File: src/hw/clkdiv_pkg.sv
`default_nettype none
package clkdiv_pkg;

  // ************************************
  // register indices, byte address = 4 x index
  // ************************************
  localparam int unsigned NUM_CHAN = 4;
  localparam int unsigned GROUP    = 3;
  localparam logic [8:0] CNT0_IDX = 9'h190;
  localparam logic [8:0] BYP0_IDX = 9'h191;
  localparam logic [8:0] DUT0_IDX = 9'h192;
  localparam logic [8:0] CNT1_IDX = 9'h193;
  localparam logic [8:0] BYP1_IDX = 9'h194;
  localparam logic [8:0] DUT1_IDX = 9'h195;
  localparam logic [8:0] CNT2_IDX = 9'h196;
  localparam logic [8:0] BYP2_IDX = 9'h197;
  localparam logic [8:0] DUT2_IDX = 9'h198;
  localparam logic [8:0] CNT3_IDX = 9'h199;
  localparam logic [8:0] BYP3_IDX = 9'h19A;
  localparam logic [8:0] DUT3_IDX = 9'h19B;
  localparam logic [8:0] PRESC_IDX  = 9'h1E0;
  localparam logic [8:0] SOURCE_IDX = 9'h1E1;
  localparam logic [8:0] STATUS_IDX = 9'h1E2;

  // ************************************
  // field positions
  // ************************************
  localparam int unsigned LOW_LSB    = 4;
  localparam int unsigned HIGH_LSB   = 0;
  localparam int unsigned BYPASS_BIT = 7;
  localparam int unsigned DCC_OFF_BIT = 0;
  localparam int unsigned DIRECT_BIT = 1;

  // ************************************
  // reset values and encodings
  // ************************************
  localparam logic [7:0] CNT_RST   = 8'h00;
  localparam logic [2:0] PRESC_RST = 3'h2;
  localparam logic [1:0] SRC_RST   = 2'h2;
  localparam logic [1:0] SRC_EXT_DIRECT = 2'h1;
  localparam logic [1:0] SRC_OSC        = 2'h2;

  typedef enum logic {PH_LOW, PH_HIGH} phase_t;

  typedef struct packed {
    logic [3:0] low_cnt;
    logic [3:0] high_cnt;
    logic       bypass;
    logic       dcc_off;
    logic       direct;
  } chan_cfg_t;

endpackage
`default_nettype wire

File: src/hw/channel_clock_divider.sv
// Implementation choice: the APB slave port.
`timescale 1ns/1ps
`default_nettype none

// Operation
// - four dividers, each drives its own group of three output clocks
// - output low for low count plus one, high for high count plus one
// - unbypassed ratio is high plus low plus two, range 2 to 32
// - bypass passes input at ratio one and stops the divider
// - counts run on the distribution input, prescaler or external clock
// - duty correction on by default, off per channel by its bit
// - correction off: high fraction is high plus one over ratio
// - bypass after prescaler 3 or 5: 33.3/40% uncorrected, 50% corrected
// - non-50% input after odd prescaler gives partial correction on odd
// - prescaler one with correction: even and 50%-input odd give 50%
// - prescaler bypassed: bypassed channel keeps input duty unchanged
// - direct oscillator gives 50%, direct external keeps its duty
// - prescaler ratios 1 to 6 from a 3-bit field
module channel_clock_divider (
  input  wire logic        clock,
  input  wire logic        reset_n,
  input  wire logic        osc_in,
  input  wire logic        ext_clk_in,
  input  wire logic        psel,
  input  wire logic        penable,
  input  wire logic        pwrite,
  input  wire logic [11:0] paddr,
  input  wire logic [31:0] pwdata,
  output logic      [31:0] prdata,
  output logic             pready,
  output logic             pslverr,
  output logic      [11:0] output_clocks
);

  // ************************************
  // helper functions
  // ************************************

  // reserved prescaler codes fold onto the nearest legal ratio
  function automatic logic [2:0] ratio_of(input logic [2:0] f);
    if (f == 3'h0)
      return 3'h1;
    if (f == 3'h7)
      return 3'h6;
    return f;
  endfunction

  // odd ratio when exactly one count is odd
  function automatic logic odd_ratio(input clkdiv_pkg::chan_cfg_t c);
    return c.low_cnt[0] ^ c.high_cnt[0];
  endfunction

  // ************************************
  // state
  // ************************************
  logic [7:0]          counts [clkdiv_pkg::NUM_CHAN];
  logic                byp    [clkdiv_pkg::NUM_CHAN];
  logic [1:0]          duty   [clkdiv_pkg::NUM_CHAN];
  logic [2:0]          presc_field;
  logic [1:0]          src_sel;
  clkdiv_pkg::chan_cfg_t cfg  [clkdiv_pkg::NUM_CHAN];
  logic [1:0]          pin_meta;
  logic [1:0]          pin_sync;
  logic                pin_prev;
  logic                pin_lvl;
  logic                pin_q;
  logic [2:0]          pc;
  logic [2:0]          ratio;
  logic [2:0]          half;
  logic                presc_off;
  logic                next_dist;
  logic                next_fix;
  logic                dist_q;
  logic                fix_q;
  logic                dist_prev;
  logic                d_rise;
  logic                d_fall;
  clkdiv_pkg::phase_t  phase  [clkdiv_pkg::NUM_CHAN];
  logic [3:0]          cnt    [clkdiv_pkg::NUM_CHAN];
  logic                hold   [clkdiv_pkg::NUM_CHAN];
  logic [3:0]          chan_lvl;
  logic [8:0]          idx;
  logic                aligned;
  logic                access;
  logic                hit;
  logic [7:0]          rdata;

  // ************************************
  // configuration view
  // ************************************

  // unpack register fields into per-channel config
  always_comb begin
    for (int i = 0; i < clkdiv_pkg::NUM_CHAN; i++) begin
      cfg[i].low_cnt  = counts[i][clkdiv_pkg::LOW_LSB +: 4];
      cfg[i].high_cnt = counts[i][clkdiv_pkg::HIGH_LSB +: 4];
      cfg[i].bypass   = byp[i];
      cfg[i].dcc_off  = duty[i][clkdiv_pkg::DCC_OFF_BIT];
      cfg[i].direct   = duty[i][clkdiv_pkg::DIRECT_BIT];
    end
  end

  // ************************************
  // pin synchronisers
  // ************************************

  // both clock pins are asynchronous, two flops before any use
  always_ff @(posedge clock or negedge reset_n) begin
    if (!reset_n) begin
      pin_meta <= 2'h0;
      pin_sync <= 2'h0;
    end else begin
      pin_meta <= {ext_clk_in, osc_in};
      pin_sync <= pin_meta;
    end
  end

  // source mux: oscillator or external input
  assign pin_lvl = (src_sel == clkdiv_pkg::SRC_OSC) ? pin_sync[0] : pin_sync[1];

  // ************************************
  // prescaler
  // ************************************
  assign ratio     = ratio_of(presc_field);
  assign half      = ratio >> 1;
  assign presc_off = (src_sel == clkdiv_pkg::SRC_EXT_DIRECT) || (ratio == 3'h1);

  // counts rising edges of the selected pin level
  always_ff @(posedge clock or negedge reset_n) begin
    if (!reset_n) begin
      pin_prev <= 1'b0;
      pc       <= 3'h0;
    end else begin
      pin_prev <= pin_lvl;
      if (pin_lvl && !pin_prev) begin
        if (pc >= ratio - 3'h1)
          pc <= 3'h0;
        else
          pc <= pc + 3'h1;
      end
    end
  end

  // raw output: odd ratios run short-high, even ones at 50%
  // corrected copy stretches odd highs to the input's fall; pin_prev is in step with pc
  always_comb begin
    if (presc_off) begin
      next_dist = pin_lvl;
      next_fix  = pin_lvl;
    end else begin
      next_dist = (pc < half);
      next_fix  = (pc < half) || (ratio[0] && (pc == half) && pin_prev);
    end
  end

  // distribution input and its edges, all channels see the same
  always_ff @(posedge clock or negedge reset_n) begin
    if (!reset_n) begin
      dist_q    <= 1'b0;
      fix_q     <= 1'b0;
      pin_q     <= 1'b0;
      dist_prev <= 1'b0;
    end else begin
      dist_q    <= next_dist;
      fix_q     <= next_fix;
      pin_q     <= pin_lvl;
      dist_prev <= dist_q;
    end
  end

  assign d_rise = dist_q && !dist_prev;
  assign d_fall = !dist_q && dist_prev;

  // ************************************
  // channel dividers
  // ************************************

  // phase counter reloads at each end of phase; bypass parks it
  // so the divider is effectively powered down
  always_ff @(posedge clock or negedge reset_n) begin
    if (!reset_n) begin
      for (int i = 0; i < clkdiv_pkg::NUM_CHAN; i++) begin
        phase[i] <= clkdiv_pkg::PH_LOW;
        cnt[i]   <= 4'h0;
        hold[i]  <= 1'b0;
      end
    end else begin
      for (int i = 0; i < clkdiv_pkg::NUM_CHAN; i++) begin
        if (cfg[i].bypass) begin
          phase[i] <= clkdiv_pkg::PH_LOW;
          cnt[i]   <= 4'h0;
          hold[i]  <= 1'b0;
        end else if (d_rise) begin
          if (cnt[i] == 4'h0) begin
            if (phase[i] == clkdiv_pkg::PH_HIGH) begin
              phase[i] <= clkdiv_pkg::PH_LOW;
              cnt[i]   <= cfg[i].low_cnt;
              hold[i]  <= !cfg[i].dcc_off && odd_ratio(cfg[i]);
            end else begin
              phase[i] <= clkdiv_pkg::PH_HIGH;
              cnt[i]   <= cfg[i].high_cnt;
              hold[i]  <= 1'b0;
            end
          end else begin
            cnt[i] <= cnt[i] - 4'h1;
          end
        end else if (d_fall) begin
          hold[i] <= 1'b0;
        end
      end
    end
  end

  // output level per channel; correction only stretches highs,
  // so with a non-50% input odd ratios end up partially corrected
  always_comb begin
    for (int i = 0; i < clkdiv_pkg::NUM_CHAN; i++) begin
      if (cfg[i].direct)
        chan_lvl[i] = pin_q;
      else if (cfg[i].bypass)
        chan_lvl[i] = cfg[i].dcc_off ? dist_q : fix_q;
      else
        chan_lvl[i] = (phase[i] == clkdiv_pkg::PH_HIGH) || hold[i];
    end
  end

  // each channel fans out to its three drivers
  always_ff @(posedge clock or negedge reset_n) begin
    if (!reset_n)
      output_clocks <= 12'h000;
    else
      for (int i = 0; i < clkdiv_pkg::NUM_CHAN; i++)
        output_clocks[i*clkdiv_pkg::GROUP +: clkdiv_pkg::GROUP] <= {3{chan_lvl[i]}};
  end

  // ************************************
  // apb slave
  // ************************************
  assign idx     = paddr[10:2];
  assign aligned = !paddr[11] && (paddr[1:0] == 2'h0);
  assign access  = psel && penable && pready;

  // read mux and decode; status is read-only
  always_comb begin
    hit   = 1'b0;
    rdata = 8'h00;
    if (aligned) begin
      for (int i = 0; i < clkdiv_pkg::NUM_CHAN; i++) begin
        if (idx == clkdiv_pkg::CNT0_IDX + 9'(3*i)) begin
          hit   = 1'b1;
          rdata = counts[i];
        end
        if (idx == clkdiv_pkg::BYP0_IDX + 9'(3*i)) begin
          hit   = 1'b1;
          rdata = {byp[i], 7'h00};
        end
        if (idx == clkdiv_pkg::DUT0_IDX + 9'(3*i)) begin
          hit   = 1'b1;
          rdata = {6'h00, duty[i]};
        end
      end
      if (idx == clkdiv_pkg::PRESC_IDX) begin
        hit   = 1'b1;
        rdata = {5'h00, presc_field};
      end
      if (idx == clkdiv_pkg::SOURCE_IDX) begin
        hit   = 1'b1;
        rdata = {6'h00, src_sel};
      end
      if (idx == clkdiv_pkg::STATUS_IDX) begin
        hit   = !pwrite;
        rdata = {3'h0, dist_q, chan_lvl};
      end
    end
  end

  // register writes land only at the completing edge
  always_ff @(posedge clock or negedge reset_n) begin
    if (!reset_n) begin
      for (int i = 0; i < clkdiv_pkg::NUM_CHAN; i++) begin
        counts[i] <= clkdiv_pkg::CNT_RST;
        byp[i]    <= 1'b0;
        duty[i]   <= 2'h0;
      end
      presc_field <= clkdiv_pkg::PRESC_RST;
      src_sel     <= clkdiv_pkg::SRC_RST;
    end else if (access && pwrite && aligned) begin
      for (int i = 0; i < clkdiv_pkg::NUM_CHAN; i++) begin
        if (idx == clkdiv_pkg::CNT0_IDX + 9'(3*i))
          counts[i] <= pwdata[7:0];
        if (idx == clkdiv_pkg::BYP0_IDX + 9'(3*i))
          byp[i] <= pwdata[clkdiv_pkg::BYPASS_BIT];
        if (idx == clkdiv_pkg::DUT0_IDX + 9'(3*i))
          duty[i] <= pwdata[1:0];
      end
      if (idx == clkdiv_pkg::PRESC_IDX)
        presc_field <= pwdata[2:0];
      if (idx == clkdiv_pkg::SOURCE_IDX)
        src_sel <= pwdata[1:0];
    end
  end

  // one wait state: pready rises on the second access cycle
  always_ff @(posedge clock or negedge reset_n) begin
    if (!reset_n) begin
      pready  <= 1'b0;
      prdata  <= 32'h0000_0000;
      pslverr <= 1'b0;
    end else begin
      pready  <= psel && penable && !pready;
      prdata  <= (psel && penable && !pready && hit) ? {24'h00_0000, rdata} : 32'h0000_0000;
      pslverr <= psel && penable && !pready && !hit;
    end
  end
endmodule // channel_clock_divider
`default_nettype wire

File: config.mk
export PLATFORM = sky130hd
export DESIGN_NAME = channel_clock_divider
export DESIGN_NICKNAME = d
export VERILOG_FILES = /design/src/hw/clkdiv_pkg.sv /design/src/hw/channel_clock_divider.sv
export SDC_FILE = /design/constraint.sdc
export NUM_CORES = 1
export LEC_CHECK = 0
export BUFFER_PORTS_ARGS = -buffer_cell sky130_fd_sc_hd__buf_2
export CAP_MARGIN = 25
export CORE_UTILIZATION = 57
export DETAILED_ROUTE_END_ITERATION = 10
export PLACE_DENSITY = 0.93
export SLEW_MARGIN = 20
export SYNTH_ARGS = -nofsm -noshare
export SYNTH_HDL_FRONTEND = slang
export SYNTH_SLANG_ARGS = --single-unit
File: constraint.sdc
create_clock -name clock -period 2.7 [get_ports clock]
set_clock_uncertainty 0.15 [all_clocks]
set_input_delay 0.27 -clock clock [delete_from_list [all_inputs] [get_ports clock]]
set_output_delay 0.27 -clock clock [all_outputs]
set_load 0.005 [all_outputs]
==> impl_metrics.json, run 1 <==
{
  "final_antenna_net_count": 0,
  "grt_max_degree": 52,
  "worst_setup_path_start_kind": "register",
  "syn_area_mm2": 0.00572,
  "antenna_found_initial": 0,
  "post-route-period-util_pct": 94.6,
  "status": "finished, final reports clean",
  "rows": 36,
  "final_hold_viol_count": 0,
  "synth_seq_cells": 98,
  "crit_path_end_kind": "register",
  "fin_ws_ps": 147,
  "mostFrequentLayoutCells": "dfrtp_1 (96), mux2_2 (58), buf_2 (47)",
  "grt_usage_pct": 28.6,
  "fin_tns_setup_ps": 0,
  "drv_slew": 0,
  "cts_tree": "done",
  "area_growth_pct": 7.88,
  "clock_latency_ps": 390,
  "grt_setup_unrepaired": "false",
  "first_iter_violations": 414,
  "relSlewSlack_pct": 46.1,
  "fp.dieH_um": 102,
  "netSwitchingFraction_pct": 34.2,
  "hold_depth": 2,
  "wirelength_um": 14000,
  "timing.fmax_mhz": 392,
  "drc": 0,
  "comb_power_share_pct": 26.9,
  "routedWlPerCell_um": 19.5,
  "rrSetupSlack_ps": 150,
  "switching_power_mw": 1.33,
  "final_area_mm2": 0.00617,
  "ys_async_sr_fraction_pct": 100,
  "n_antenna_cell": 0,
  "finalSetupViolations": 0,
  "postSynthCellCount": 547,
  "core_mm2": 0.00973,
  "drive_gt1_share_pct": 27.3,
  "use_met1_pct": 38.0,
  "die_x_um": 102,
  "htreeDepth": 3,
  "use_met2_pct": 45.6,
  "ys_types": 67,
  "avgSynthCellArea_um2": 10.5,
  "r2r_start": "presc_field[1]",
  "dr.pass1.iters": 5,
  "crit_fanout": 5,
  "clkPwrFrac_pct": 24.9,
  "post-route-min-period_ps": 2550,
  "critical_path_arrival_ps": 2700,
  "gp_congestion": 0.935,
  "dp_slack_ps": 243,
  "top_usage_layer": "met2",
  "peakVddDrop_uv": 344,
  "r2r-end": "pc[2]",
  "clk_pin_slew_ps": 90,
  "cts_buffers": 9,
  "drv_cap": 0,
  "min_from": "pwdata[3]",
  "vias_per_cell": 6.18,
  "hold_end": "cfg[6]",
  "internal_power_mw": 2.56,
  "yosys_warnings": 0,
  "clock_sinks": 98,
  "clock_path_buffers": 2,
  "postPlaceCellArea_mm2": 0.00595,
  "dpl.hpwl_um": 10000,
  "initial_core_util_pct": 58.8,
  "synth_ff_type": "dfrtp_1",
  "required_ps": 2850,
  "gr-total-overflow": 0,
  "root_buffer": "clkbuf_8",
  "grt_pass1_wl_um": 22400,
  "num_vias": 4462,
  "layout_commonest_cell": "dfrtp_1",
  "crit_type": "register to register",
  "die_area_mm2": 0.0104,
  "cts_setup_buffers": 0,
  "seq_area_frac_synth_pct": 42.9,
  "p_seq_share_pct": 48.2,
  "synth_edf_count": 0,
  "use_met3_pct": 4.72,
  "hold_path.class": "input pin to register",
  "power_density_mw_per_mm2": 630,
  "first_global_vias": 4324,
  "rr_worst_depth": 10,
  "worstMarginPinSlew_ps": 807,
  "ioPinCount": 97,
  "p_leak_nw": 2.80,
  "port_buffers": 48,
  "nets": 651
}
-- cell usage after synthesis, types with 7 or more instances --
master | instances | area, um2
mux2_2 | 58 | 653
ha_1 | 16 | 200
a21oi_1 | 38 | 190
buf_4 | 33 | 248
mux2i_1 | 19 | 190
clkbuf_1 | 17 | 63.8
nor3_1 | 19 | 95.1
dfrtp_1 | 96 | 2400
nor2_1 | 17 | 63.8
nand3_1 | 19 | 95.1
nor3b_1 | 7 | 52.6
o21ai_0 | 17 | 85.1
nand2b_1 | 8 | 50.1
inv_1 | 23 | 86.3
nor2b_1 | 10 | 62.6
nand2_1 | 32 | 120
-- cell families after synthesis --
| group | share of synthesized area (%) |
|---|---|
| AOI/OAI and AO/OA | 13.6 |
| xor gates and xnor gates | 1.38 |
| adders and majority gates | 3.50 |
| buffers and inverters | 8.01 |
| DFF | 42.9 |
| muxes | 14.8 |
| other | 0.0656 |
| and+or+nand+nor | 15.7 |
-- worst max path at each step --
| stage | startpoint | to | slack, ps | cells past startpoint |
|---|---|---|---|---|
| 3_3_place_gp | paddr[7] | prdata[0] | 390 | 7 |
| 5_1_grt | presc_field[1] | pc[2] | 40 | 10 |
| 2_1_floorplan | presc_field[1] | pc[2] | 390 | 10 |
| 6_report | presc_field[1] | pc[2] | 150 | 10 |
| 3_5_place_dp | presc_field[1] | pc[2] | 240 | 10 |
| 4_1_cts | presc_field[1] | pc[2] | 230 | 10 |
-- power by group through the flow --
stage	registers (mW)	clock network [mW]	logic (mW)
after detailed placement	1.90	0	1.02
final	1.87	0.969	1.05
after floorplan	1.79	0	0.876
after global placement	1.87	0	0.960
after CTS	1.87	0.963	1.03
after global routing	1.90	1.02	1.18
-- through the flow --
| stage | hold WS (ps) | cells | power, mW | util (%) |
|---|---|---|---|---|
| global placement | 167 | 703 | 2.83 | 61.2 |
| global route | 67.7 | 722 | 4.10 | 63.4 |
| CTS | 62.9 | 722 | 3.86 | 63.4 |
| detailed placement | 173 | 703 | 2.92 | 61.2 |
| floorplan | -176 | 570 | 2.67 | - |
| finish | 51.4 | 722 | 3.89 | 63.4 |
-- routing by layer --
layer | vias to the layer above | wire length [um]
met5 | - | 0
met4 | 0 | 479
met3 | 40 | 1140
met2 | 246 | 6650
met1 | 2168 | 5780
li1 | 2008 | -
-- repair_timing --
action | CTS | global route
gates resized for setup | 0 | 0
hold endpoints to repair | 49 | 0
hold buffers | 3 | 0
-- state kept, by name, summed over array words and instances, names as in the netlist --
register	count
cnt	16
pin_sync	2
pin_meta	2
pslverr	1
fix_q	1
presc_field	3
pin_q	1
pready	1
hold	4
prdata	8
pc	3
output_clocks	4
cfg	40
byp	4
dist_prev	1
src_sel	2
dist_q	1
phase	4
-- layout make-up --
| class | count | area [um2] |
|---|---|---|
| clock buffer | 12 | 135 |
| clock inverter | 4 | 51.3 |
| fill | 752 | 3560 |
| inverter | 23 | 86.3 |
| multi-input combinational | 388 | 2890 |
| sequential | 98 | 2450 |
| tap | 133 | 166 |
| timing repair buffer | 64 | 383 |
-- critical path, stage by stage (launching register included) --
cell and delay, ps:
dfstp_2 580, nor2_1 60, o21ai_0 270, inv_1 90
ha_1 290, inv_1 50, ha_1 280, a21o_1 170
a21oi_1 220, a21boi_0 120, o22ai_1 180
Power figures use the tool's default switching activity.
==> run 2: changes to the inputs <==
--- a/config.mk
+++ b/config.mk
@@ -5,6 +5,7 @@
 export SDC_FILE = /design/constraint.sdc
 export NUM_CORES = 1
 export LEC_CHECK = 0
+export ABC_AREA = 1
 export BUFFER_PORTS_ARGS = -buffer_cell sky130_fd_sc_hd__buf_2
 export CAP_MARGIN = 25
 export CORE_UTILIZATION = 57
==> run 2 against run 1 <==
Effect of this change: worst setup slack better by 150 ps; worst hold slack worse by 40 ps; area after synthesis down 1.1%; largest cell class unchanged; design area down 0.97%; via count up 13%.
==> impl_metrics.json, run 2 <==
{
  "synth_ff_type": "dfrtp_1",
  "ys_types": 47,
  "hold_path.class": "input pin to register",
  "final_antenna_net_count": 0,
  "finalSetupViolations": 0,
  "synth_seq_cells": 98,
  "synth_area_leaders": "dfrtp_1 (42%), nand2_1 (11%), inv_1 (5.8%), o21ai_0 (5.6%), buf_4 (4.2%)",
  "syn_area_mm2": 0.00565,
  "yosysMostFrequentCell": "nand2_1",
  "clk_pin_slew_ps": 100,
  "die_area_mm2": 0.0103,
  "synth_area_leader_cell": "dfrtp_1",
  "critical_path_arrival_ps": 2550,
  "required_ps": 2850,
  "synth_top_area_share_pct": 42.5,
  "power_density_mw_per_mm2": 585,
  "nets": 825,
  "core_mm2": 0.00942,
  "gr-total-overflow": 0,
  "htreeDepth": 3,
  "mostFrequentLayoutCells": "nand2_1 (159), dfrtp_1 (96), inv_1 (88)",
  "root_buffer": "clkbuf_8",
  "cts_setup_buffers": 0,
  "avgSynthCellArea_um2": 7.95,
  "synth_edf_count": 0,
  "fin_ws_ps": 294,
  "vias_per_cell": 5.67,
  "area_growth_pct": 8.01,
  "clock_latency_ps": 370,
  "worst_setup_path_start_kind": "register",
  "fin_tns_setup_ps": 0,
  "crit_path_end_kind": "register",
  "grt_usage_pct": 28.7,
  "peakVddDrop_uv": 327,
  "grt_setup_unrepaired": "false",
  "n_antenna_cell": 0,
  "grt_pass1_wl_um": 22600,
  "die_x_um": 102,
  "cts_buffers": 9,
  "final_util_pct": 64.9,
  "worstMarginPinSlew_ps": 681,
  "num_vias": 5058,
  "initial_core_util_pct": 60.1,
  "cts_tree": "done",
  "finalPower_mw": 3.57,
  "relSlewSlack_pct": 54.0,
  "post-route-period-util_pct": 89.1,
  "layout_commonest_cell": "nand2_1",
  "dp_slack_ps": 305,
  "first_global_vias": 4740,
  "largest_reg_flops": 40,
  "fp.dieH_um": 102,
  "ioPinCount": 97,
  "antenna_found_initial": 0,
  "crit_fanout": 5,
  "crit_type": "register to register",
  "ys_top_cells_by_count": "nand2_1 (159), dfrtp_1 (96), inv_1 (88)",
  "num-fill-cells": 802,
  "clock_sinks": 98,
  "routedWlPerCell_um": 15.1,
  "rows": 35,
  "wirelength_um": 13500,
  "status": "finished, final reports clean",
  "ys_async_sr_fraction_pct": 100,
  "port_buffers": 48,
  "gp_congestion": 0.946,
  "drc": 0,
  "p_leak_nw": 3.02,
  "grt_max_degree": 55,
  "clock_path_buffers": 2,
  "final_hold_viol_count": 0,
  "postSynthCellCount": 711,
  "dr.pass1.iters": 5,
  "post-route-min-period_ps": 2410,
  "drv_slew": 0,
  "seq_area_frac_synth_pct": 43.4,
  "timing.fmax_mhz": 416,
  "drive_gt1_share_pct": 14.2,
  "drv_cap": 0,
  "first_iter_violations": 556,
  "yosys_warnings": 0,
  "dpl.hpwl_um": 9930
}
-- run 2: kinds of logic after synthesis --
group                    count (synthesis)  synth area share (%)
AND/OR/NAND/NOR                        292                  23.3
AO/OA/AOI/OAI                          162                  17.0
buffers and inverters                  136                  11.8
flip-flops                              98                  43.4
adder cells (fa/ha/maj)                 16                  3.54
XOR/XNOR                                 6                 0.929
other                                    1                0.0663
-- run 2: metrics by stage --
stage | cell area (um2) | hold WS [ps] | instances
6_report | 6110 | 11.0 | 892
3_5_place_dp | 5880 | 165 | 873
2_1_floorplan | 5740 | -176 | 734
4_1_cts | 6110 | 13.4 | 892
3_3_place_gp | 5880 | 153 | 873
5_1_grt | 6110 | 52.0 | 892
-- run 2: worst max-delay path: stages, from the launching register on --
cell	delay [ps]
dfstp_2	580
inv_1	80
o21ai_0	150
o21ai_0	140
inv_1	130
ha_1	170
xnor2_1	120
ha_1	280
a21oi_1	150
nand3_1	100
inv_1	90
nand2_1	50
o21ai_0	150
-- run 2: timing repair --
item,4_1_cts,5_1_grt
resized for setup,0,0
hold buffers,3,0
hold endpoints to repair,46,0
-- run 2: layout make-up --
class,count,area (um2),area share (%)
Multi-Input combinational cell,500,2620,42.9
Sequential cell,98,2450,40.2
Inverter,94,353,5.78
Timing Repair Buffer,55,315,5.16
Tap cell,129,161,2.64
Clock buffer,9,124,2.03
Clock inverter,7,77.6,1.27
-- run 2: worst paths after layout --
kind | from | endpoint | slack (ps) | depth (start not counted)
min reg2reg | pin_meta[1] | pin_sync[1] | 210 | 0
min in group asynchronous | reset_n | cfg[9] | 290 | 2
max reg2reg | presc_field[1] | pc[0] | 290 | 12
max in group asynchronous | reset_n | src_sel[1] | 1380 | 3
min | pwdata[7] | byp[3] | 10 | 3
max | presc_field[1] | pc[0] | 290 | 12
-- run 2: power by group --
| part | switching, mW | internal [mW] | leakage [nW] |
|---|---|---|---|
| registers | 0.117 | 1.61 | 1.30 |
| logic | 0.528 | 0.336 | 1.63 |
| clock network | 0.549 | 0.437 | 0.100 |
-- run 2: routing by layer --
metal | up-vias | GRT usage (%) | part of all wire (%)
li1 | 2390 | - | -
met1 | 2340 | 39.5 | 41
met2 | 286 | 46.3 | 48
met3 | 42 | 3.80 | 8.7
met4 | 0 | 11.4 | 2.9
met5 | - | 0 | 0
==> run 3: changes to the inputs <==
--- a/config.mk
+++ b/config.mk
@@ -8,8 +8,10 @@
 export ABC_AREA = 1
 export BUFFER_PORTS_ARGS = -buffer_cell sky130_fd_sc_hd__buf_2
 export CAP_MARGIN = 25
+export CORE_MARGIN = 1
 export CORE_UTILIZATION = 57
 export DETAILED_ROUTE_END_ITERATION = 10
+export HOLD_SLACK_MARGIN = 0.06
 export PLACE_DENSITY = 0.93
 export SLEW_MARGIN = 20
 export SYNTH_ARGS = -nofsm -noshare
==> run 3 against run 2 <==
Effect of this change: sequential share of layout area is 0.066 points lower; die area stayed put; worst setup slack worse by 14 ps; global-route usage hardly changed; critical path type unchanged.
==> impl_metrics.json, run 3 (synthesized netlist as in run 2, its figures left out) <==
{
  "status": "finished, final reports clean",
  "final_area_mm2": 0.00612,
  "required_ps": 2850,
  "antenna_found_initial": 0,
  "first_global_vias": 4775,
  "grt_max_degree": 55,
  "worst_setup_path_start_kind": "register",
  "grt_pass1_wl_um": 22500,
  "timing.hold.ws_ps": 74.1,
  "regArea_mm2": 0.00245,
  "root_buffer": "clkbuf_8",
  "gp_congestion": 0.946,
  "core_mm2": 0.00942,
  "crit_path_end_kind": "register",
  "relSlewSlack_pct": 53.9,
  "finalSetupViolations": 0,
  "initial_core_util_pct": 60.1,
  "rows": 35,
  "num_vias": 5067,
  "cts_buffers": 9,
  "final_antenna_net_count": 0,
  "peakVddDrop_uv": 323,
  "num-fill-cells": 799,
  "vias_per_cell": 5.67,
  "nets": 826,
  "final_util_pct": 65.0,
  "port_buffers": 48,
  "drv_slew": 0,
  "postPlaceCellArea_mm2": 0.00588,
  "die_area_mm2": 0.0103,
  "cts_setup_buffers": 0,
  "final_hold_viol_count": 0,
  "worstMarginPinSlew_ps": 683,
  "critical_path_arrival_ps": 2570,
  "post-route-period-util_pct": 89.6,
  "ioPinCount": 97,
  "wirelength_um": 13600,
  "first_iter_violations": 629,
  "layout_commonest_cell": "nand2_1",
  "area_growth_pct": 8.19,
  "drv_cap": 0,
  "drc": 0,
  "gr-total-overflow": 0,
  "mostFrequentLayoutCells": "nand2_1 (159), dfrtp_1 (96), inv_1 (88)",
  "die_x_um": 102,
  "grt_usage_pct": 28.7,
  "p_leak_nw": 3.03,
  "clock_path_buffers": 2,
  "dr.pass1.iters": 5,
  "htreeDepth": 3,
  "largest_reg_flops": 40,
  "dpl.hpwl_um": 9930,
  "crit_type": "register to register",
  "power_density_mw_per_mm2": 584,
  "hold_path.class": "input pin to register",
  "n_antenna_cell": 0,
  "timing.fmax_mhz": 413,
  "routedWlPerCell_um": 15.2,
  "cts_tree": "done",
  "crit_fanout": 5,
  "fin_tns_setup_ps": 0,
  "drive_gt1_share_pct": 14.1,
  "fp.dieH_um": 102,
  "grt_setup_unrepaired": "false",
  "clock_latency_ps": 370,
  "multi_input_area_mm2": 0.00262,
  "post-route-min-period_ps": 2420,
  "clk_pin_slew_ps": 100,
  "clock_sinks": 98
}
## run 3: worst paths after layout
kind,from,to,slack [ps],cells past startpoint
setup / recovery,presc_field[1],pc[0],280,12
hold / removal,pwdata[3],cfg[6],70,3
setup reg to reg,presc_field[1],pc[0],280,12
hold reg to reg,pin_meta[1],pin_sync[1],210,0
max in group asynchronous,reset_n,src_sel[1],1370,3
min in group asynchronous,reset_n,cfg[16],290,2
## run 3: metrics by stage
step | total power, mW | std cells | setup slack (ps)
6_report | 3.58 | 893 | 280
5_1_grt | 3.80 | 893 | 68.3
4_1_cts | 3.57 | 893 | 273
3_5_place_dp | 2.61 | 873 | 305
3_3_place_gp | 2.56 | 873 | 389
2_1_floorplan | 2.41 | 734 | 553
## run 3: layout make-up
cell class	instances	share of cell area (%)
inverter	94	5.77
tap	129	2.64
sequential	98	40.1
clock inverter	7	1.27
clock buffer	9	2.02
multi-input combinational	500	42.9
timing repair buffer	56	5.32
## run 3: routing by layer
metal	routed length (um)	track usage [%]	vias to the layer above	part of all wire, %
li1	-	-	2390	-
met1	5650	39.3	2370	42
met2	6510	46.4	265	48
met3	1030	3.80	42	7.6
met4	392	11.6	0	2.9
met5	0	0	-	0
## run 3: repair_timing
action                     CTS  global route
hold endpoints to repair    47             0
gates resized for setup      0             0
hold buffers                 4             0
setup endpoints to repair    0             0
## run 3: power by group
part / leakage, nW / switching (mW) / total, mW / internal, mW
logic: 1.63 / 0.528 / 0.865 / 0.337
clock network: 0.100 / 0.551 / 0.987 / 0.437
registers: 1.30 / 0.117 / 1.72 / 1.61
total: 3.03 / 1.20 / 3.58 / 2.38
## run 3: worst max-delay path, cell delays in order, from the launching register on
cell	delay, ps
dfstp_2	590
inv_1	80
o21ai_0	150
o21ai_0	140
inv_1	130
ha_1	170
xnor2_1	120
ha_1	280
a21oi_1	150
nand3_1	100
inv_1	90
nand2_1	50
o21ai_0	150
